[src/verilog/rsi_pkg.sv]
package rsi_pkg;

  ////////////////////////////////////////////////////////////////////////
  // Register map, byte addresses
  localparam logic [3:0] REG_CTRL   = 4'h0;
  localparam logic [3:0] REG_STATUS = 4'h4;
  localparam logic [3:0] REG_MASK   = 4'h8;
  localparam logic [3:0] REG_STATE  = 4'hC;

  // Control fields
  localparam int CTRL_SERVO_ON  = 0;
  localparam int CTRL_SERVO_OFF = 1;
  localparam int CTRL_START     = 2;
  localparam int CTRL_ALM_RST   = 3;
  localparam int CTRL_BRAKE     = 4;

  // Event bits, shared by status and mask
  localparam int EVW         = 6;
  localparam int EV_DOOR_ERR = 0;
  localparam int EV_ESTOP    = 1;
  localparam int EV_SSTOP    = 2;
  localparam int EV_CHAN     = 3;
  localparam int EV_MODE     = 4;
  localparam int EV_WDOG     = 5;

  localparam logic [EVW-1:0] MASK_RST = 6'h00;
  localparam logic [1:0]     RESP_OK  = 2'h0;
  localparam logic [1:0]     RESP_ERR = 2'h2;

  // Synchroniser bit map
  localparam int PINW     = 9;
  localparam int PIN_STOP = 0;
  localparam int PIN_EA   = 1;
  localparam int PIN_EB   = 2;
  localparam int PIN_DA   = 3;
  localparam int PIN_DB   = 4;
  localparam int PIN_MA   = 5;
  localparam int PIN_MB   = 6;
  localparam int PIN_PEN  = 7;
  localparam int PIN_ESW  = 8;

  // Timing
  localparam int CLK_PERIOD_NS    = 25;
  localparam int STOP_RESP_NS     = 1000000;
  localparam int STOP_RESP_CYC_DF = STOP_RESP_NS / CLK_PERIOD_NS;

  typedef enum logic [1:0] {ST_OFF, ST_ON, ST_RUN, ST_ALARM} rsi_state_t;

  typedef struct packed {
    logic        awvalid;
    logic [3:0]  awaddr;
    logic        wvalid;
    logic [31:0] wdata;
    logic [3:0]  wstrb;
    logic        bready;
    logic        arvalid;
    logic [3:0]  araddr;
    logic        rready;
  } rsi_axi_req_t;

  typedef struct packed {
    logic        awready;
    logic        wready;
    logic        bvalid;
    logic [1:0]  bresp;
    logic        arready;
    logic        rvalid;
    logic [31:0] rdata;
    logic [1:0]  rresp;
  } rsi_axi_rsp_t;

endpackage

[src/verilog/rsi_top.sv]
`timescale 1ns/1ps
module rsi_top #(
  parameter int unsigned STOP_RESP_CYC = rsi_pkg::STOP_RESP_CYC_DF
) (
  input  wire logic                  clk_sys_in,
  input  wire logic                  resetn_in,
  input  wire rsi_pkg::rsi_axi_req_t axi_req_in,
  output rsi_pkg::rsi_axi_rsp_t      axi_rsp_out,
  input  wire logic                  special_stop_in,
  input  wire logic                  estop_a_in,
  input  wire logic                  estop_b_in,
  input  wire logic                  door_a_in,
  input  wire logic                  door_b_in,
  input  wire logic                  mode_a_in,
  input  wire logic                  mode_b_in,
  input  wire logic                  pendant_en_in,
  input  wire logic                  enable_sw_in,
  output logic                       servo_on_out,
  output logic                       motion_stop_out,
  output logic                       robot_error_out,
  output logic                       estop_out,
  output logic                       mode_out,
  output logic                       jog_permit_out,
  output logic                       brake_release_out,
  output logic                       auto_permit_out,
  output logic                       irq_out
);
  import rsi_pkg::*;

  logic [PINW-1:0] pins;
  logic [PINW-1:0] pins_s;
  logic            stop_s;
  logic            pend_s;
  logic            esw_s;
  logic            est_ok;
  logic            est_open;
  logic            est_flt;
  logic            door_ok;
  logic            door_open;
  logic            door_flt;
  logic            mode_auto;
  logic            mode_man;
  logic            mode_flt;
  logic            hard_flt;
  logic            auto_ok;
  logic            man_ok;
  logic            brake_ok;
  logic            wdog_r;
  logic [15:0]     wdog_cnt_r;
  rsi_state_t      state_r;
  rsi_state_t      state_nxt;
  logic [EVW-1:0]  status_r;
  logic [EVW-1:0]  status_nxt;
  logic [EVW-1:0]  mask_r;
  logic [EVW-1:0]  ev;
  logic [EVW-1:0]  w1c;
  logic [4:0]      prev_r;
  logic            on_req;
  logic            off_req;
  logic            start_req;
  logic            alm_rst;
  logic            brake_req_r;
  logic            aw_have_r;
  logic            w_have_r;
  logic [3:0]      awaddr_r;
  logic [31:0]     wdata_r;
  logic [3:0]      wstrb_r;
  logic            wr_go;
  logic            wr_hit;
  logic [31:0]     rd_mux;
  logic            rd_hit;

  ////////////////////////////////////////////////////////////////////////
  // Pin synchronisers; special stop owns bit PIN_STOP alone
  assign pins = {enable_sw_in, pendant_en_in, mode_b_in, mode_a_in,
                 door_b_in, door_a_in, estop_b_in, estop_a_in,
                 special_stop_in};

  rsi_sync #(.W(PINW)) u_sync (
    .clk_sys_in (clk_sys_in),
    .resetn_in  (resetn_in),
    .d_in       (pins),
    .q_out      (pins_s)
  );

  assign stop_s = pins_s[PIN_STOP];
  assign pend_s = pins_s[PIN_PEN];
  assign esw_s  = pins_s[PIN_ESW];

  // Dual-channel contacts, closed reads as one
  rsi_dual_chk u_estop (
    .clk_sys_in (clk_sys_in),
    .resetn_in  (resetn_in),
    .a_in       (pins_s[PIN_EA]),
    .b_in       (pins_s[PIN_EB]),
    .closed_out (est_ok),
    .open_out   (est_open),
    .fault_out  (est_flt)
  );

  rsi_dual_chk u_door (
    .clk_sys_in (clk_sys_in),
    .resetn_in  (resetn_in),
    .a_in       (pins_s[PIN_DA]),
    .b_in       (pins_s[PIN_DB]),
    .closed_out (door_ok),
    .open_out   (door_open),
    .fault_out  (door_flt)
  );

  rsi_dual_chk u_mode (
    .clk_sys_in (clk_sys_in),
    .resetn_in  (resetn_in),
    .a_in       (pins_s[PIN_MA]),
    .b_in       (pins_s[PIN_MB]),
    .closed_out (mode_auto),
    .open_out   (mode_man),
    .fault_out  (mode_flt)
  );

  ////////////////////////////////////////////////////////////////////////
  // Permit terms; a mismatch anywhere is treated as unsafe
  assign hard_flt = ~est_ok | est_flt | door_flt | mode_flt | wdog_r;
  assign auto_ok  = mode_auto & door_ok & ~pend_s & ~hard_flt;
  assign man_ok   = mode_man & pend_s & esw_s & ~hard_flt;
  assign brake_ok = mode_man & pend_s & esw_s & ~hard_flt;

  ////////////////////////////////////////////////////////////////////////
  // Stop watchdog: stop seen but motion not halted in time
  always_ff @(posedge clk_sys_in or negedge resetn_in) begin
    if (!resetn_in) begin
      wdog_cnt_r <= 16'h0000;
      wdog_r     <= 1'b0;
    end else if (stop_s && !motion_stop_out) begin
      wdog_cnt_r <= wdog_cnt_r + 16'h0001;
      if (wdog_cnt_r >= 16'(STOP_RESP_CYC - 1)) begin
        wdog_r <= 1'b1;
      end
    end else begin
      wdog_cnt_r <= 16'h0000;
      if (alm_rst) begin
        wdog_r <= 1'b0;
      end
    end
  end

  ////////////////////////////////////////////////////////////////////////
  // Servo state machine
  always_comb begin
    state_nxt = state_r;
    unique case (state_r)
      ST_OFF: begin
        if (on_req && (auto_ok || man_ok)) begin
          state_nxt = ST_ON;
        end
      end
      ST_ON: begin
        if (off_req) begin
          state_nxt = ST_OFF;
        end else if (mode_auto && door_open) begin
          state_nxt = ST_ALARM;
        end else if (!(auto_ok || man_ok)) begin
          state_nxt = ST_OFF;
        end else if (start_req && auto_ok && !stop_s) begin
          state_nxt = ST_RUN;
        end
      end
      ST_RUN: begin
        if (!door_ok) begin
          state_nxt = ST_ALARM;
        end else if (off_req) begin
          state_nxt = ST_OFF;
        end else if (stop_s || !auto_ok) begin
          state_nxt = ST_ON;
        end
      end
      ST_ALARM: begin
        // Leave only on reset with safety chain whole
        if (alm_rst && !hard_flt && (door_ok || mode_man)) begin
          state_nxt = ST_OFF;
        end
      end
    endcase
    if (hard_flt) begin
      state_nxt = ST_ALARM;
    end
  end

  always_ff @(posedge clk_sys_in or negedge resetn_in) begin
    if (!resetn_in) begin
      state_r <= ST_ALARM;
    end else begin
      state_r <= state_nxt;
    end
  end

  ////////////////////////////////////////////////////////////////////////
  // Registered pin outputs, derived from next state except estop_out and mode_out
  always_ff @(posedge clk_sys_in or negedge resetn_in) begin
    if (!resetn_in) begin
      servo_on_out      <= 1'b0;
      motion_stop_out   <= 1'b1;
      robot_error_out   <= 1'b1;
      estop_out         <= 1'b0;
      mode_out          <= 1'b0;
      jog_permit_out    <= 1'b0;
      brake_release_out <= 1'b0;
      auto_permit_out   <= 1'b0;
    end else begin
      servo_on_out      <= (state_nxt == ST_ON) || (state_nxt == ST_RUN);
      motion_stop_out   <= stop_s || (state_nxt != ST_RUN && !man_ok) ||
                           (state_nxt == ST_ALARM) || (state_nxt == ST_OFF);
      robot_error_out   <= (state_nxt == ST_ALARM);
      estop_out         <= est_ok;
      mode_out          <= mode_auto;
      jog_permit_out    <= (state_nxt == ST_ON) && man_ok && !stop_s;
      brake_release_out <= brake_req_r && brake_ok &&
                           (state_nxt == ST_OFF);
      auto_permit_out   <= (state_nxt == ST_RUN) && auto_ok;
    end
  end

  ////////////////////////////////////////////////////////////////////////
  // Events, sticky status; set beats a same-cycle clear
  assign ev[EV_DOOR_ERR] = (state_r == ST_RUN) && !door_ok;
  assign ev[EV_ESTOP]    = ~est_ok & ~prev_r[0];
  assign ev[EV_SSTOP]    = stop_s & ~prev_r[1];
  assign ev[EV_CHAN]     = (est_flt | door_flt) & ~prev_r[2];
  assign ev[EV_MODE]     = mode_flt & ~prev_r[3];
  assign ev[EV_WDOG]     = wdog_r & ~prev_r[4];
  assign w1c = wr_hit && awaddr_r == REG_STATUS && wstrb_r[0] ? wdata_r[EVW-1:0] : '0;
  assign status_nxt = (status_r & ~w1c) | ev;

  always_ff @(posedge clk_sys_in or negedge resetn_in) begin
    if (!resetn_in) begin
      prev_r   <= 5'h01;
      status_r <= '0;
      irq_out  <= 1'b0;
    end else begin
      prev_r   <= {wdog_r, mode_flt, est_flt | door_flt, stop_s, ~est_ok};
      status_r <= status_nxt;
      irq_out  <= |(status_nxt & mask_r);
    end
  end

  ////////////////////////////////////////////////////////////////////////
  // Control register: pulses self-clear, brake request is a level
  assign on_req    = wr_hit && awaddr_r == REG_CTRL && wstrb_r[0] && wdata_r[CTRL_SERVO_ON];
  assign off_req   = wr_hit && awaddr_r == REG_CTRL && wstrb_r[0] && wdata_r[CTRL_SERVO_OFF];
  assign start_req = wr_hit && awaddr_r == REG_CTRL && wstrb_r[0] && wdata_r[CTRL_START];
  assign alm_rst   = wr_hit && awaddr_r == REG_CTRL && wstrb_r[0] && wdata_r[CTRL_ALM_RST];

  always_ff @(posedge clk_sys_in or negedge resetn_in) begin
    if (!resetn_in) begin
      brake_req_r <= 1'b0;
      mask_r      <= MASK_RST;
    end else if (wr_hit && wstrb_r[0]) begin
      if (awaddr_r == REG_CTRL) begin
        brake_req_r <= wdata_r[CTRL_BRAKE];
      end
      if (awaddr_r == REG_MASK) begin
        mask_r <= wdata_r[EVW-1:0];
      end
    end
  end

  ////////////////////////////////////////////////////////////////////////
  // Write channel: address and data in either order
  assign wr_go  = aw_have_r && w_have_r && !axi_rsp_out.bvalid;
  assign wr_hit = wr_go && (awaddr_r[1:0] == 2'h0);

  always_ff @(posedge clk_sys_in or negedge resetn_in) begin
    if (!resetn_in) begin
      aw_have_r           <= 1'b0;
      w_have_r            <= 1'b0;
      awaddr_r            <= 4'h0;
      wdata_r             <= 32'h00000000;
      wstrb_r             <= 4'h0;
      axi_rsp_out.awready <= 1'b0;
      axi_rsp_out.wready  <= 1'b0;
      axi_rsp_out.bvalid  <= 1'b0;
      axi_rsp_out.bresp   <= RESP_OK;
    end else begin
      axi_rsp_out.awready <= axi_req_in.awvalid && !axi_rsp_out.awready && !aw_have_r;
      axi_rsp_out.wready  <= axi_req_in.wvalid && !axi_rsp_out.wready && !w_have_r;
      if (axi_req_in.awvalid && axi_rsp_out.awready) begin
        aw_have_r <= 1'b1;
        awaddr_r  <= axi_req_in.awaddr;
      end
      if (axi_req_in.wvalid && axi_rsp_out.wready) begin
        w_have_r <= 1'b1;
        wdata_r  <= axi_req_in.wdata;
        wstrb_r  <= axi_req_in.wstrb;
      end
      if (wr_go) begin
        axi_rsp_out.bvalid <= 1'b1;
        axi_rsp_out.bresp  <= wr_hit && awaddr_r != REG_STATE ? RESP_OK : RESP_ERR;
      end else if (axi_rsp_out.bvalid && axi_req_in.bready) begin
        axi_rsp_out.bvalid <= 1'b0;
        aw_have_r          <= 1'b0;
        w_have_r           <= 1'b0;
      end
    end
  end

  ////////////////////////////////////////////////////////////////////////
  // Read channel
  always_comb begin
    rd_mux = 32'h00000000;
    rd_hit = axi_req_in.araddr[1:0] == 2'h0;
    unique case (axi_req_in.araddr[3:2])
      2'h0: rd_mux = {27'h0000000, brake_req_r, 4'h0};
      2'h1: rd_mux = {26'h0000000, status_r};
      2'h2: rd_mux = {26'h0000000, mask_r};
      2'h3: rd_mux = {19'h00000, auto_permit_out, brake_release_out,
                      jog_permit_out, mode_out, esw_s, pend_s, door_ok,
                      est_ok, stop_s, robot_error_out, servo_on_out,
                      state_r};
    endcase
  end

  always_ff @(posedge clk_sys_in or negedge resetn_in) begin
    if (!resetn_in) begin
      axi_rsp_out.arready <= 1'b0;
      axi_rsp_out.rvalid  <= 1'b0;
      axi_rsp_out.rdata   <= 32'h00000000;
      axi_rsp_out.rresp   <= RESP_OK;
    end else begin
      axi_rsp_out.arready <= axi_req_in.arvalid && !axi_rsp_out.arready && !axi_rsp_out.rvalid;
      if (axi_req_in.arvalid && axi_rsp_out.arready) begin
        axi_rsp_out.rvalid <= 1'b1;
        axi_rsp_out.rdata  <= rd_hit ? rd_mux : 32'h00000000;
        axi_rsp_out.rresp  <= rd_hit ? RESP_OK : RESP_ERR;
      end else if (axi_rsp_out.rvalid && axi_req_in.rready) begin
        axi_rsp_out.rvalid <= 1'b0;
      end
    end
  end
endmodule

[src/verilog/rsi_sync.sv]
`timescale 1ns/1ps
module rsi_sync #(
  parameter int W = 1
) (
  input  wire logic         clk_sys_in,
  input  wire logic         resetn_in,
  input  wire logic [W-1:0] d_in,
  output logic      [W-1:0] q_out
);
  ////////////////////////////////////////////////////////////////////////
  // Two flops per pin; only the second flop is read outside
  genvar i;
  generate
    for (i = 0; i < W; i++) begin : g_bit
      logic meta_r;
      logic q_r;
      always_ff @(posedge clk_sys_in or negedge resetn_in) begin
        if (!resetn_in) begin
          meta_r <= 1'b0;
          q_r    <= 1'b0;
        end else begin
          meta_r <= d_in[i];
          q_r    <= meta_r;
        end
      end
      assign q_out[i] = q_r;
    end
  endgenerate
endmodule

[src/verilog/rsi_dual_chk.sv]
`timescale 1ns/1ps
module rsi_dual_chk (
  input  wire logic clk_sys_in,
  input  wire logic resetn_in,
  input  wire logic a_in,
  input  wire logic b_in,
  output logic      closed_out,
  output logic      open_out,
  output logic      fault_out
);
  ////////////////////////////////////////////////////////////////////////
  // Both contacts must agree; a lone channel is a fault for as long as it lasts
  always_ff @(posedge clk_sys_in or negedge resetn_in) begin
    if (!resetn_in) begin
      closed_out <= 1'b0;
      open_out   <= 1'b1;
      fault_out  <= 1'b0;
    end else begin
      closed_out <= a_in & b_in;
      open_out   <= ~a_in & ~b_in;
      fault_out  <= a_in ^ b_in;
    end
  end
endmodule

[config.mk]
export PLATFORM = sky130hd
export DESIGN_NAME = rsi_top
export DESIGN_NICKNAME = d
export VERILOG_FILES = /design/src/verilog/rsi_pkg.sv /design/src/verilog/rsi_top.sv /design/src/verilog/rsi_sync.sv /design/src/verilog/rsi_dual_chk.sv
export SDC_FILE = /design/constraint.sdc
export NUM_CORES = 1
export LEC_CHECK = 0
export BUFFER_PORTS_ARGS = -buffer_cell sky130_fd_sc_hd__buf_2
export CAP_MARGIN = 15
export CORE_MARGIN = 2
export CORE_UTILIZATION = 59
export CTS_BUF_LIST = sky130_fd_sc_hd__clkbuf_8
export CTS_CLUSTER_SIZE = 12
export DETAILED_ROUTE_END_ITERATION = 12
export PLACE_DENSITY = 0.87
export SLEW_MARGIN = 20
export SYNTH_ARGS = -nofsm -noshare
export SYNTH_HDL_FRONTEND = slang
export SYNTH_SLANG_ARGS = --single-unit
[constraint.sdc]
create_clock -name clk_sys_in -period 6.9 [get_ports clk_sys_in]
set_clock_uncertainty 0.2 [all_clocks]
set_input_delay 0.345 -clock clk_sys_in [delete_from_list [all_inputs] [get_ports clk_sys_in]]
set_output_delay 0.345 -clock clk_sys_in [all_outputs]
set_load 0.01 [all_outputs]
# [After elaboration in Yosys (flattened, before gate mapping)]
# Cells that the tools add are included.
[word_totals] output_inout_bits=50 inputBits=60 ff_bits=126
[classes] n_eq_ne=14 n_reduce_logical=71 n_mux=30 bitwise=40 add_sub_neg=1 n_lt_le_gt_ge=1
[op_table] op="case mux 32 bit (4 select lines)" count=1
[op_table] op="logical AND 1 bit" count=38
[op_table] op="2-to-1 mux 32 bit" count=1
[op_table] op="2-to-1 mux 2 bit" count=12
[op_table] op="adder 16 x 1 -> 16 bit, second input constant" count=1
[op_table] op="AND 1 bit" count=16
[op_table] op=">= comparator 16 bit, second input constant" count=1
[op_table] op="2-to-1 mux 16 bit" count=1
[op_table] op="zero test 1 bit" count=13
[op_table] op="2-to-1 mux 1 bit" count=13
[op_table] op="AND 6 bit" count=2
[op_table] op="== test 2 bit, second input constant" count=6
[op_table] op="NOT 1 bit" count=12
[op_table] op="zero test 2 bit" count=5
[op_table] op="case mux 2 bit (4 select lines)" count=1
[op_table] op="logical OR 1 bit" count=7
[op_table] op="== test 2 x 1 -> 1 bit, second input constant" count=3
[op_table] op="2-to-1 mux 6 bit" count=1
[op_table] op="NOT 6 bit" count=1
[op_table] op="OR 6 bit" count=1
[op_table] op="AND reduction 2 bit" count=3
[op_table] op="nonzero test 2 bit" count=3
[op_table] op="OR reduction 6 bit" count=1
[op_table] op="OR 1 bit" count=5
[op_table] op="other kinds (7)" count=9

# [Depth between registers and ports, before layout]
# Gate-level depths: netlist (run 1).
[depth] depth_word=20 mapped_depth=8 depth_no_buf=7

# [Modules after synthesis]
# A second synthesis (run 1) with hierarchy kept.
[unflattened] cells_unflattened=359 area_unflattened_um2=4430.5
[by_module_without_submodules] mod="rsi_top" n_inst=1 cells_per_inst=311 seq_area_each_um2=1983.2 area_per_inst_um2=3585.9
[by_module_without_submodules] mod="rsi_sync" n_inst=1 cells_per_inst=27 seq_area_each_um2=450.4 area_per_inst_um2=518.0
[by_module_without_submodules] mod="rsi_dual_chk" n_inst=3 cells_per_inst=7 seq_area_each_um2=76.3 area_per_inst_um2=108.9

# [Worst setup path before layout (run 1)]
# No wires, ideal clock.
[synth_path] kind="register to register" startpoint="register axi_rsp_out[38] (netlist name)" endpoint="register motion_stop_out" arrival_ns=2.152 slack_ns=4.461 stages_incl_launch_ff=9 setup_ns=0.087 required_ns=6.613 path_cell_list="dfrtp_1 and3b_1 clkbuf_1 nand4_1 a311o_1 a221o_1 ha_1 nor3_1 o21ai_0"
[synth_via] elab_chain_cells=19 elab_cells_between_ends=31 classes_between="eq/ne (2); mux (10); reduce/logical (19)"
[synth_lines] item="start: declaration" line="rsi_top.sv:8" source="output rsi_pkg::rsi_axi_rsp_t axi_rsp_out,"
[synth_lines] item="zero test 1 bit *" line="rsi_top.sv:269" source="assign wr_go = aw_have_r && w_have_r && !axi_rsp_out.bvalid;"
[synth_lines] item="logical AND 1 bit *" line="rsi_top.sv:269"
[synth_lines] item="logical AND 1 bit *" line="rsi_top.sv:270" source="assign wr_hit = wr_go && (awaddr_r[1:0] == 2'h0);"
[synth_lines] item="logical AND 1 bit * (2 in a row)"
[synth_lines] item="logical AND 1 bit" line="rsi_top.sv:250" source="assign start_req = wr_hit && awaddr_r == REG_CTRL && wstrb_r[0] && wdata_r[CTRL_START];"
[synth_lines] item="logical AND 1 bit (2 in a row)" line="rsi_top.sv:164" source="end else if (start_req && auto_ok && !stop_s) begin"
[synth_lines] item="2-to-1 mux 2 bit" line="rsi_top.sv:164"
[synth_lines] item="2-to-1 mux 2 bit" line="rsi_top.sv:162" source="end else if (!(auto_ok || man_ok)) begin"
[synth_lines] item="2-to-1 mux 2 bit" line="rsi_top.sv:160" source="end else if (mode_auto && door_open) begin"
[synth_lines] item="2-to-1 mux 2 bit" line="rsi_top.sv:158" source="if (off_req) begin"
[synth_lines] item="case mux 2 bit (4 select lines) *" line="rsi_top.sv:151" source="unique case (state_r)"
[synth_lines] item="2-to-1 mux 2 bit *" line="rsi_top.sv:184" source="if (hard_flt) begin"
[synth_lines] item="via state_nxt[1]" line="rsi_top.sv:51" source="rsi_state_t state_nxt;"
[synth_lines] item="inequality test 2 bit" line="rsi_top.sv:211" source="motion_stop_out <= stop_s || (state_nxt != ST_RUN && !man_ok) ||"
[synth_lines] item="logical AND 1 bit" line="rsi_top.sv:211"
[synth_lines] item="logical OR 1 bit (2 in a row)" line="rsi_top.sv:211"
[synth_lines] item="logical OR 1 bit *" line="rsi_top.sv:212" source="(state_nxt == ST_ALARM) || (state_nxt == ST_OFF);"
[synth_lines] item="end signal: assignment" line="rsi_top.sv:211"
[synth_lines] item="end: declaration" line="rsi_top.sv:19" source="output logic motion_stop_out,"
# The timed path passes the listed nets; every way through them passes the cells marked *.
# A chain may end at the register's enable or synchronous reset.

# [Worst setup path in the final report (run 1)]
[layout_path] startpoint="register awaddr_r[1]" endpoint="register motion_stop_out"
[layout_via] elab_chain_cells=18 elab_cells_between_ends=31 classes_between="eq/ne (2); mux (10); reduce/logical (19)"
[layout_lines] item="start: declaration" line="rsi_top.sv:65" source="logic [3:0] awaddr_r;"
[layout_lines] item="start signal: assignment" line="rsi_top.sv:288" source="awaddr_r <= axi_req_in.awaddr;"
[layout_lines] item="zero test 2 bit" line="rsi_top.sv:270"
[layout_lines] item="logical AND 1 bit" line="rsi_top.sv:270"
[layout_lines] item="logical AND 1 bit * (2 in a row)"
[layout_lines] item="logical AND 1 bit" line="rsi_top.sv:250"
[layout_lines] item="logical AND 1 bit (2 in a row)" line="rsi_top.sv:164"
[layout_lines] item="2-to-1 mux 2 bit" line="rsi_top.sv:164"
[layout_lines] item="2-to-1 mux 2 bit" line="rsi_top.sv:162"
[layout_lines] item="2-to-1 mux 2 bit" line="rsi_top.sv:160"
[layout_lines] item="2-to-1 mux 2 bit" line="rsi_top.sv:158"
[layout_lines] item="case mux 2 bit (4 select lines) *" line="rsi_top.sv:151"
[layout_lines] item="2-to-1 mux 2 bit *" line="rsi_top.sv:184"
[layout_lines] item="via state_nxt[1]" line="rsi_top.sv:51"
[layout_lines] item="inequality test 2 bit" line="rsi_top.sv:211"
[layout_lines] item="logical AND 1 bit" line="rsi_top.sv:211"
[layout_lines] item="logical OR 1 bit (2 in a row)" line="rsi_top.sv:211"
[layout_lines] item="logical OR 1 bit *" line="rsi_top.sv:212"
# Marked as above.

==> results.md, run 1 <==
- Outcome: finished clean
- Total global-route track usage: 22.2%
- Post-synth EDFFs: 0
- Initial antenna violation count: 0
- Hold EP: awaddr_r[1]
- Flop2flop setup slack: 3750 ps
- Grt ovf: 0
- Reg power frac: 57.2%
- # H-tree levels: 3
- Register Area: 0.00264 sq mm
- Worst min path class: primary input to flip-flop
- Skew-Pair Late Insertion Delay: 370 ps
- DRT antenna net count: 0
- Final setup viols: 0
- Highest-delay cell along the critical path: nor4b_2
- Clk pwr share: 27.6%
- Mapped Area: 0.00445 sq mm
- Hold Path Origin: axi_req_in[45]
- CTS Buf Count: 9
- DRC Markers: 0
- Commonest non-fill, non-tap cell in the layout: dfrtp_1
- Vias in the first global route: 3054
- Post-Layout Inst Area: 0.00518 sq mm
- Fraction of registers with async set/reset: 100%
- Hold WS: 19.7 ps
- Buffers & Inverters on Critical Path: 0
- CP arrival: 3240 ps
- Cells along the critical path: nor4b_2, nand4_1, a311o_1, a221o_1, ha_1, nor3_1, o21ai_0
- Dominant synthesized flop cell: dfrtp_1
- Final core utilization: 71.1%
- Row count: 31
- Layout area overhead: 16.4%
- Hold Fails Final Rpt: 0
- Crit end category: flip-flop
- Via count: 3104
- RSZ-0062 raised after global routing: no
- Sw Ratio: 28.2%
- Routed vias/inst: 5.61
- Slew HR: 39.1%
- Final Max Tran Viols: 0
- Hold depth: 2
- Pwr dens: 265 mW/mm^2
- Multi-input gate area: 0.00163 sq mm
- CTS-repair resized insts: 0
- TNS Setup: 0 ps
- Core area: 0.00729 sq mm
- Pre-CTS WS: 3780 ps
- Switching power: 0.000388 W
- Pint: 0.000986 W
- Most frequent cells in the layout: dfrtp_1, buf_2, mux2_2, dlygate4sd3_1, conb_1
- Worst r2r src: awaddr_r[1]
- Iteration-0 DRC Markers: 277
- Largest net degree at the start of global routing: 78
- Yosys top cell area share: 55.1%
- Port buffer count: 59
- Root buf cell: clkbuf_8
- Hold_buf cts: 22
- Syn Inst Count: 365
- Largest stage delay, worst path: 820 ps
- Initial core utilization: 61.1%
- Post-synthesis cell type count: 60
- Reported leakage power: 2.41 nW
- N_diodes: 0
- VDD IR max: 281 uV
- Critical path fanouts, max: 11
- Fin crit share: 45.6%
- CTS tree: built
- #FFs+latches synth: 105
- Chip width: 90.9 um
- Synth Area per Inst: 12.2 sq um
- Total I/O pin count: 110
- DP Area: 0.00476 sq mm
- Yosys warns: 0
- Post-DP HPWL: 5880 um
- Clock tree buffer depth: 2
- Crit Path Class: flip-flop to flip-flop
- Clock sink count: 105
- Routed len/inst: 15.3 um
- Max_cap viols: 0
- CP startpoint kind: flip-flop
- Layout cells sized above 1: 24.4%
- Cell family with most CP delay: simple AND/OR/NAND/NOR gates
- Setup WS post-layout: 3750 ps
- Nets@finish: 519
- Area leader, netlist: dfrtp_1
- Critical path required time: 6990 ps
- Clock slew at reported path FFs: 90 ps
- Least-Margin Pin Slew: 912 ps
- 1st-pass router iterations: 5
- Tmin final: 3150 ps
- Sequential area share after synthesis: 59.2%
- R2R cell count: 7
- Post-CTS setup buffers: 0
- Overall routed net length: 8480 um
- Vert. Die Dim: 90.9 um
- Gate power share: 15.2%
- First-pass GRT wire length: 14500 um
- Synth area leaders: dfrtp_1, mux2_2, dfstp_2
- Reg-to-reg endpoint: motion_stop_out
- DIE AREA: 0.00826 sq mm
- GPL Wtd Cong: 0.862
- Fmax: 318 MHz
- Fillers: 500
==> worst max-delay path by stage <==
stage | startpoint | to | cells after the start
finish | awaddr_r[1] | motion_stop_out | 7
global route | awaddr_r[1] | motion_stop_out | 7
CTS | awaddr_r[1] | motion_stop_out | 7
detailed placement | awaddr_r[1] | motion_stop_out | 7
global placement | awaddr_r[1] | motion_stop_out | 7
floorplan | axi_rsp_out[38] | motion_stop_out | 8
==> layout make-up <==
| class | count | share of cell area, % |
|---|---|---|
| Clock buffer | 10 | 2.66 |
| Timing Repair Buffer | 82 | 10.1 |
| Multi-Input combinational cell | 234 | 31.5 |
| Inverter | 17 | 1.23 |
| Clock inverter | 6 | 1.26 |
| Tap cell | 99 | 2.39 |
| Sequential cell | 105 | 50.9 |
==> power groups by stage <==
| stage | Sequential [W] | Combinational, W | Clock [W] |
|---|---|---|---|
| floorplan | 0.000777 | 0.000139 | 0 |
| global placement | 0.000792 | 0.000189 | 0 |
| detailed placement | 0.000796 | 0.000199 | 0 |
| CTS | 0.000784 | 0.000209 | 0.000386 |
| global route | 0.000799 | 0.000235 | 0.000413 |
| finish | 0.000786 | 0.000209 | 0.000379 |
==> stage by stage <==
| step | power [W] | std cells |
|---|---|---|
| floorplan | 0.000916 | 385 |
| global placement | 0.000981 | 515 |
| detailed placement | 0.000996 | 515 |
| CTS | 0.00138 | 553 |
| global route | 0.00145 | 553 |
| finish | 0.00137 | 553 |
==> state kept, by name, indices dropped and copies added (netlist names), 2 cells and up <==
name	cells
awaddr_r	4
axi_rsp_out	20
mask_r	6
prev_r	5
state_r	2
status_r	6
u_sync.g_bit.meta_r	9
u_sync.g_bit.q_r	9
wdata_r	6
wdog_cnt_r	16
==> routing by layer <==
| layer | routed length (um) | global-route usage [%] | vias up | share of wire, % |
|---|---|---|---|---|
| li1 | - | - | 1443 | - |
| met1 | 3720 | 30.6 | 1520 | 44 |
| met2 | 4070 | 35.4 | 128 | 48 |
| met3 | 526 | 3.51 | 13 | 6.2 |
| met4 | 159 | 9.34 | 0 | 1.9 |
| met5 | 0 | 0 | - | 0 |
==> cell usage after synthesis, types with 2 or more instances <==
cell       count
a211oi_1       2
a21o_1         5
a21oi_1        9
a22o_1         8
a22oi_1        6
a31oi_1        2
and3_1         5
and3b_1        2
and4b_1        3
buf_4         21
clkbuf_1       7
dfrtp_1       98
dfstp_2        7
ha_1          10
inv_1         17
mux2_2        22
nand2_1       19
nand2b_1       6
nand3_1       11
nand4_1        5
nor2_1        16
nor2b_1        6
nor3_1         7
nor3b_1        3
nor4_1         4
nor4b_2        2
o2111ai_1      3
o211ai_1       2
o21ai_0       16
or3_1          3
or4_1          2
xnor2_1        7
xor2_1         2
==> logic make-up after synthesis <==
kind of cell    share of synthesized area [%]
flops                                    59.2
simple gates                             13.5
mux                                      6.30
xor+xnor                                 1.77
compound gates                           10.5
fa+ha+maj                                2.81
buf+inv                                  5.82
other cells                            0.0842
Power figures use the tool's default switching activity.
==> run 2, diff against run 1 <==
- CORE_UTILIZATION: 59 -> 55
- PLACE_DENSITY: 0.87 -> 0.82
- clock period: 6.9 -> 3.1 ns (I/O delays scaled with it)
==> results.md, run 2 (synthesized netlist as in run 1, its figures left out) <==
- Fillers: 569 (+14%)
- Worst min path class: primary input to flip-flop
- Post-DP HPWL: 6050 um (+3.0%)
- Fmax: 370 MHz (+17%)
- Final core utilization: 68.0% (-3.1 points)
- Port buffer count: 59 (unchanged)
- Hold_buf cts: 30 (+36%)
- Overall routed net length: 8970 um (+5.8%)
- Layout cells sized above 1: 24.2% (-0.20 points)
- Vias in the first global route: 3088 (+1.1%)
- Crit end category: flip-flop
- Commonest non-fill, non-tap cell in the layout: dfrtp_1
- Final Max Tran Viols: 0 (unchanged)
- Hold Fails Final Rpt: 0 (unchanged)
- Worst r2r src: awaddr_r[1]
- Critical path fanouts, max: 5 (-6)
- RSZ-0062 raised after global routing: no
- Clock slew at reported path FFs: 110 ps (+20 ps)
- Largest registers: axi_rsp_out (20), wdog_cnt_r (16)
- GPL Wtd Cong: 0.859 (-0.35%)
- Vert. Die Dim: 94.0 um (+3.4%)
- Hold depth: 3 (+1)
- Root buf cell: clkbuf_8
- Max_cap viols: 0 (unchanged)
- Chip width: 94.0 um (+3.4%)
- VDD IR max: 248 uV (-12%)
- TNS Setup: 0 ps (unchanged)
- Total I/O pin count: 110 (unchanged)
- Largest net degree at the start of global routing: 56 (-28%)
- Reported leakage power: 2.47 nW (+2.3%)
- Clock tree buffer depth: 2 (unchanged)
- Initial core utilization: 57.3% (-3.7 points)
- Largest Register: axi_rsp_out
- Skew-Pair Late Insertion Delay: 380 ps (about the same)
- Tmin final: 2700 ps (-448 ps)
- Core area: 0.00777 sq mm (+6.5%)
- Grt ovf: 0 (unchanged)
- CTS-repair resized insts: 0 (unchanged)
- Layout area overhead: 18.6%
- Initial antenna violation count: 0 (unchanged)
- CTS tree: built
- DP Area: 0.00479 sq mm (+0.71%)
- CTS Buf Count: 9 (unchanged)
- DRC Markers: 0 (unchanged)
- Post-Layout Inst Area: 0.00528 sq mm (+1.9%)
- Total power: 0.00306 W (+120%)
- CP arrival: 2800 ps (-440 ps)
- Via count: 3080 (-0.77%)
- CP startpoint kind: flip-flop
- Post-CTS setup buffers: 0 (unchanged)
- Setup WS post-layout: 399 ps (-3350 ps)
- Critical path required time: 3200 ps (-3790 ps)
- DIE AREA: 0.00883 sq mm (+6.9%)
- Crit path from: awaddr_r[1]
- Outcome: finished clean
- Max reg flops: 20 (unchanged)
- # H-tree levels: 3 (unchanged)
- Crit Path Class: flip-flop to flip-flop
- First-pass GRT wire length: 14700 um (+0.76%)
- Iteration-0 DRC Markers: 169 (-39%)
- Total global-route track usage: 21.7% (-0.53 points)
- Final setup viols: 0 (unchanged)
- Nets@finish: 531 (+2.3%)
- DRT antenna net count: 0 (unchanged)
- R2R cell count: 7 (unchanged)
- Least-Margin Pin Slew: 677 ps (-234 ps)
- Pwr dens: 580 mW/mm^2 (+120%)
- 1st-pass router iterations: 4 (-1)
- Hold Path Origin: axi_req_in[3]
- Pre-CTS WS: 431 ps (-3350 ps)
- Most frequent cells in the layout: dfrtp_1, buf_2, dlygate4sd3_1
- Row count: 32 (+3.2%)
- Routed vias/inst: 5.41 (-3.6%)
- Clock sink count: 105 (unchanged)
- Slew HR: 54.8% (+16 points)
- Routed len/inst: 15.8 um (+2.8%)
- Fin crit share: 87.1% (+41 points)
[run 2: metrics by stage]
stage | hold WS [ps] | cells
final | 2.85 | 569
after global routing | 35.1 | 568
after CTS | 6.35 | 568
after detailed placement | 42.5 | 522
after global placement | 34.3 | 522
after floorplan | -341 | 385
[run 2: critical path, stage by stage, from the launching register on]
cell and delay [ps]:
dfrtp_1 440, nor4b_2 500, nand4_1 260, a311o_1 430
a221o_1 320, ha_1 210, nor3_1 150, o21ai_0 140
[run 2: area by class of cell]
class	instances	area, sq um	share of cell area (%)
Multi-Input combinational cell	234	1630	30.9
Tap cell	102	128	2.42
Inverter	17	63.8	1.21
Timing Repair Buffer	94	636	12.0
Clock buffer	10	138	2.61
Sequential cell	105	2640	49.9
Antenna cell	1	2.50	0.0474
Clock inverter	6	45.0	0.853
[run 2: power by group]
| group | internal [W] | leakage (nW) | switching, W | total, W |
|---|---|---|---|---|
| Sequential | 0.00156 | 1.31 | 0.000204 | 0.00176 |
| Clock | 0.000322 | 0.102 | 0.000472 | 0.000794 |
| Combinational | 0.000269 | 1.05 | 0.000236 | 0.000505 |
| Total | 0.00215 | 2.47 | 0.000912 | 0.00306 |
[run 2: per-layer routing]
metal	vias up	global-route usage (%)	routed length, um
li1	1462	-	-
met1	1537	27.0	3850
met2	61	36.6	4600
met3	20	3.77	300
met4	0	10.4	218
met5	-	0	0
[run 2: final timing paths]
kind | end | slack [ps]
min in group asynchronous | axi_rsp_out[2] | 160
hold / removal | axi_rsp_out[2] | 3
hold reg to reg | u_sync.g_bit[3].q_r | 160
max in group asynchronous | u_mode.open_out | 1670
setup / recovery | motion_stop_out | 400
setup reg to reg | motion_stop_out | 400
==> run 3, diff against run 2 <==
- CORE_UTILIZATION: 55 -> 40
- PLACE_DENSITY: 0.82 -> not set
==> results.md, run 3 (synthesized netlist as in run 1, its figures left out) <==
- Outcome: finished clean
- Skew-Pair Late Insertion Delay: 380 ps (about the same)
- Hold depth: 4 (+1)
- R2R cell count: 7 (unchanged)
- Layout area overhead: 20.1%
- Total global-route track usage: 15.3% (-6.4 points)
- N_diodes: 0 (-1)
- GPL Wtd Cong: 0.866 (+0.89%)
- Total I/O pin count: 110 (unchanged)
- Final Max Tran Viols: 0 (unchanged)
- Commonest non-fill, non-tap cell in the layout: dfrtp_1
- Hold Fails Final Rpt: 0 (unchanged)
- Placed cells: 561 (+7.5%)
- CTS Buf Count: 9 (unchanged)
- # H-tree levels: 3 (unchanged)
- Chip width: 109 um (+17%)
- Flop2flop setup slack: 450 ps (+50 ps)
- 1st-pass router iterations: 4 (unchanged)
- Initial core utilization: 41.1% (-16 points)
- DP Area: 0.00485 sq mm (+1.1%)
- Worst min path class: primary input to flip-flop
- Hold EP: axi_rsp_out[5]
- Clock slew at reported path FFs: 110 ps (about the same)
- Nets@finish: 532 (+0.19%)
- VDD IR max: 386 uV (+56%)
- Cells along the critical path: or4b_1, a211o_1, or3_1, o2111ai_1, ha_1, nor3_1, o21ai_0
- Port buffer count: 59 (unchanged)
- Max_cap viols: 0 (unchanged)
- First-pass GRT wire length: 14100 um (-3.8%)
- Core area: 0.0108 sq mm (+40%)
- Crit end category: flip-flop
- CP startpoint kind: flip-flop
- Largest net degree at the start of global routing: 64 (+14%)
- Final core utilization: 49.3% (-19 points)
- Buffers & Inverters on Critical Path: 0 (unchanged)
- Highest-delay cell along the critical path: or4b_1
- CP arrival: 2740 ps (-60 ps)
- Routed len/inst: 13.9 um (-12%)
- Pwr dens: 573 mW/mm^2 (-1.1%)
- Layout cells sized above 1: 24.8% (+0.59 points)
- DRT antenna net count: 0 (unchanged)
- Pre-CTS WS: 482 ps (+50.8 ps)
- Post-DP HPWL: 5960 um (-1.5%)
- Via count: 3026 (-1.8%)
- Cell family with most CP delay: simple AND/OR/NAND/NOR gates
- Root buf cell: clkbuf_8
- Reg-to-reg endpoint: motion_stop_out
- CTS tree: built
- Clock sink count: 105 (unchanged)
- CTS-repair resized insts: 0 (unchanged)
- Least-Margin Pin Slew: 765 ps (+87.9 ps)
- Overall routed net length: 8440 um (-6.0%)
- Largest registers: axi_rsp_out (20), wdog_cnt_r (16)
- Hold Path Origin: axi_req_in[2]
- DRC Markers: 0 (unchanged)
- Fin crit share: 85.6% (-1.5 points)
- Setup WS post-layout: 447 ps (+48.0 ps)
- Critical path fanouts, max: 4 (-1)
- Max reg flops: 20 (unchanged)
- Critical path required time: 3190 ps (about the same)
- Slew HR: 49.0% (-5.9 points)
- Tmin final: 2650 ps (-48.0 ps)
- DIE AREA: 0.0120 sq mm (+36%)
- Most frequent cells in the layout: dfrtp_1, buf_2, dlygate4sd3_1
- Routed vias/inst: 4.99 (-7.9%)
- RSZ-0062 raised after global routing: no
- Post-Layout Inst Area: 0.00535 sq mm (+1.3%)
- Vert. Die Dim: 109 um (+17%)
- Clock tree buffer depth: 2 (unchanged)
- Row count: 38 (+19%)
- Final setup viols: 0 (unchanged)
- Largest stage delay, worst path: 580 ps (+80 ps)
- Initial antenna violation count: 0 (unchanged)
- Largest Register: axi_rsp_out
- TNS Setup: 0 ps (unchanged)
- Worst r2r src: u_mode.fault_out
- Post-layout instance count excluding filler cells: 607 (+6.7%)
- Vias in the first global route: 2849 (-7.7%)
- Grt ovf: 0 (unchanged)
- Crit Path Class: flip-flop to flip-flop
- Reported leakage power: 2.47 nW (+0.15%)
- Fmax: 377 MHz (+1.8%)
- Iteration-0 DRC Markers: 176 (+4.1%)
## run 3: cell count changes in the layout (fill, tap and decap cells not counted)
cell / change
clkinvlp_4: +1
inv_1: -2
inv_8: +2
clkinv_4: +1
diode_2: -1
buf_4: +1
inv_6: -2
## run 3: tightest hold or removal path, cell delays in order
cell     delay [ps]
buf_2            70
nor3_1           70
o21ai_0         170
o21ai_0         110
## run 3: where the power goes
group	leakage [nW]	internal, W	switching (W)
clock network	0.0984	0.000334	0.000493
registers	1.31	0.00156	0.000187
logic	1.06	0.000267	0.000226
## run 3: how the worst max path moves through the flow
stage                                start         endpoint  cells past startpoint
after global placement    u_mode.fault_out  motion_stop_out                      7
after global routing      u_mode.fault_out  motion_stop_out                      7
final                     u_mode.fault_out  motion_stop_out                      7
after CTS                 u_mode.fault_out  motion_stop_out                      7
after floorplan            axi_rsp_out[38]  motion_stop_out                      8
after detailed placement       awaddr_r[1]  motion_stop_out                      8
## run 3: repair_timing
| action | 4_1_cts | 5_1_grt |
|---|---|---|
| hold endpoints to repair | 89 | 0 |
| hold buffers | 30 | 0 |
| setup buffers | 0 | 0 |
## run 3: layout make-up
| class | count | area, sq um |
|---|---|---|
| inverter | 17 | 63.8 |
| clock inverter | 6 | 58.8 |
| sequential | 105 | 2640 |
| multi-input combinational | 234 | 1630 |
| clock buffer | 10 | 138 |
| fill | 970 | 5490 |
| tap | 140 | 175 |
| timing repair buffer | 95 | 643 |
## run 3: routing by layer
metal | up-vias | part of all wire, % | track usage [%]
met1 | 1461 | 49 | 21.9
met3 | 13 | 5.2 | 2.79
met2 | 88 | 44 | 23.1
met5 | - | 0 | 0
met4 | 0 | 1.8 | 6.06
li1 | 1464 | - | -
## run 3: per-stage QoR
step | hold slack [ps] | power, W
2_1_floorplan | -341 | 0.00204
3_3_place_gp | 63.6 | 0.00222
3_5_place_dp | 64.3 | 0.00223
4_1_cts | 22.0 | 0.00310
5_1_grt | 107 | 0.00324
6_report | 33.9 | 0.00307
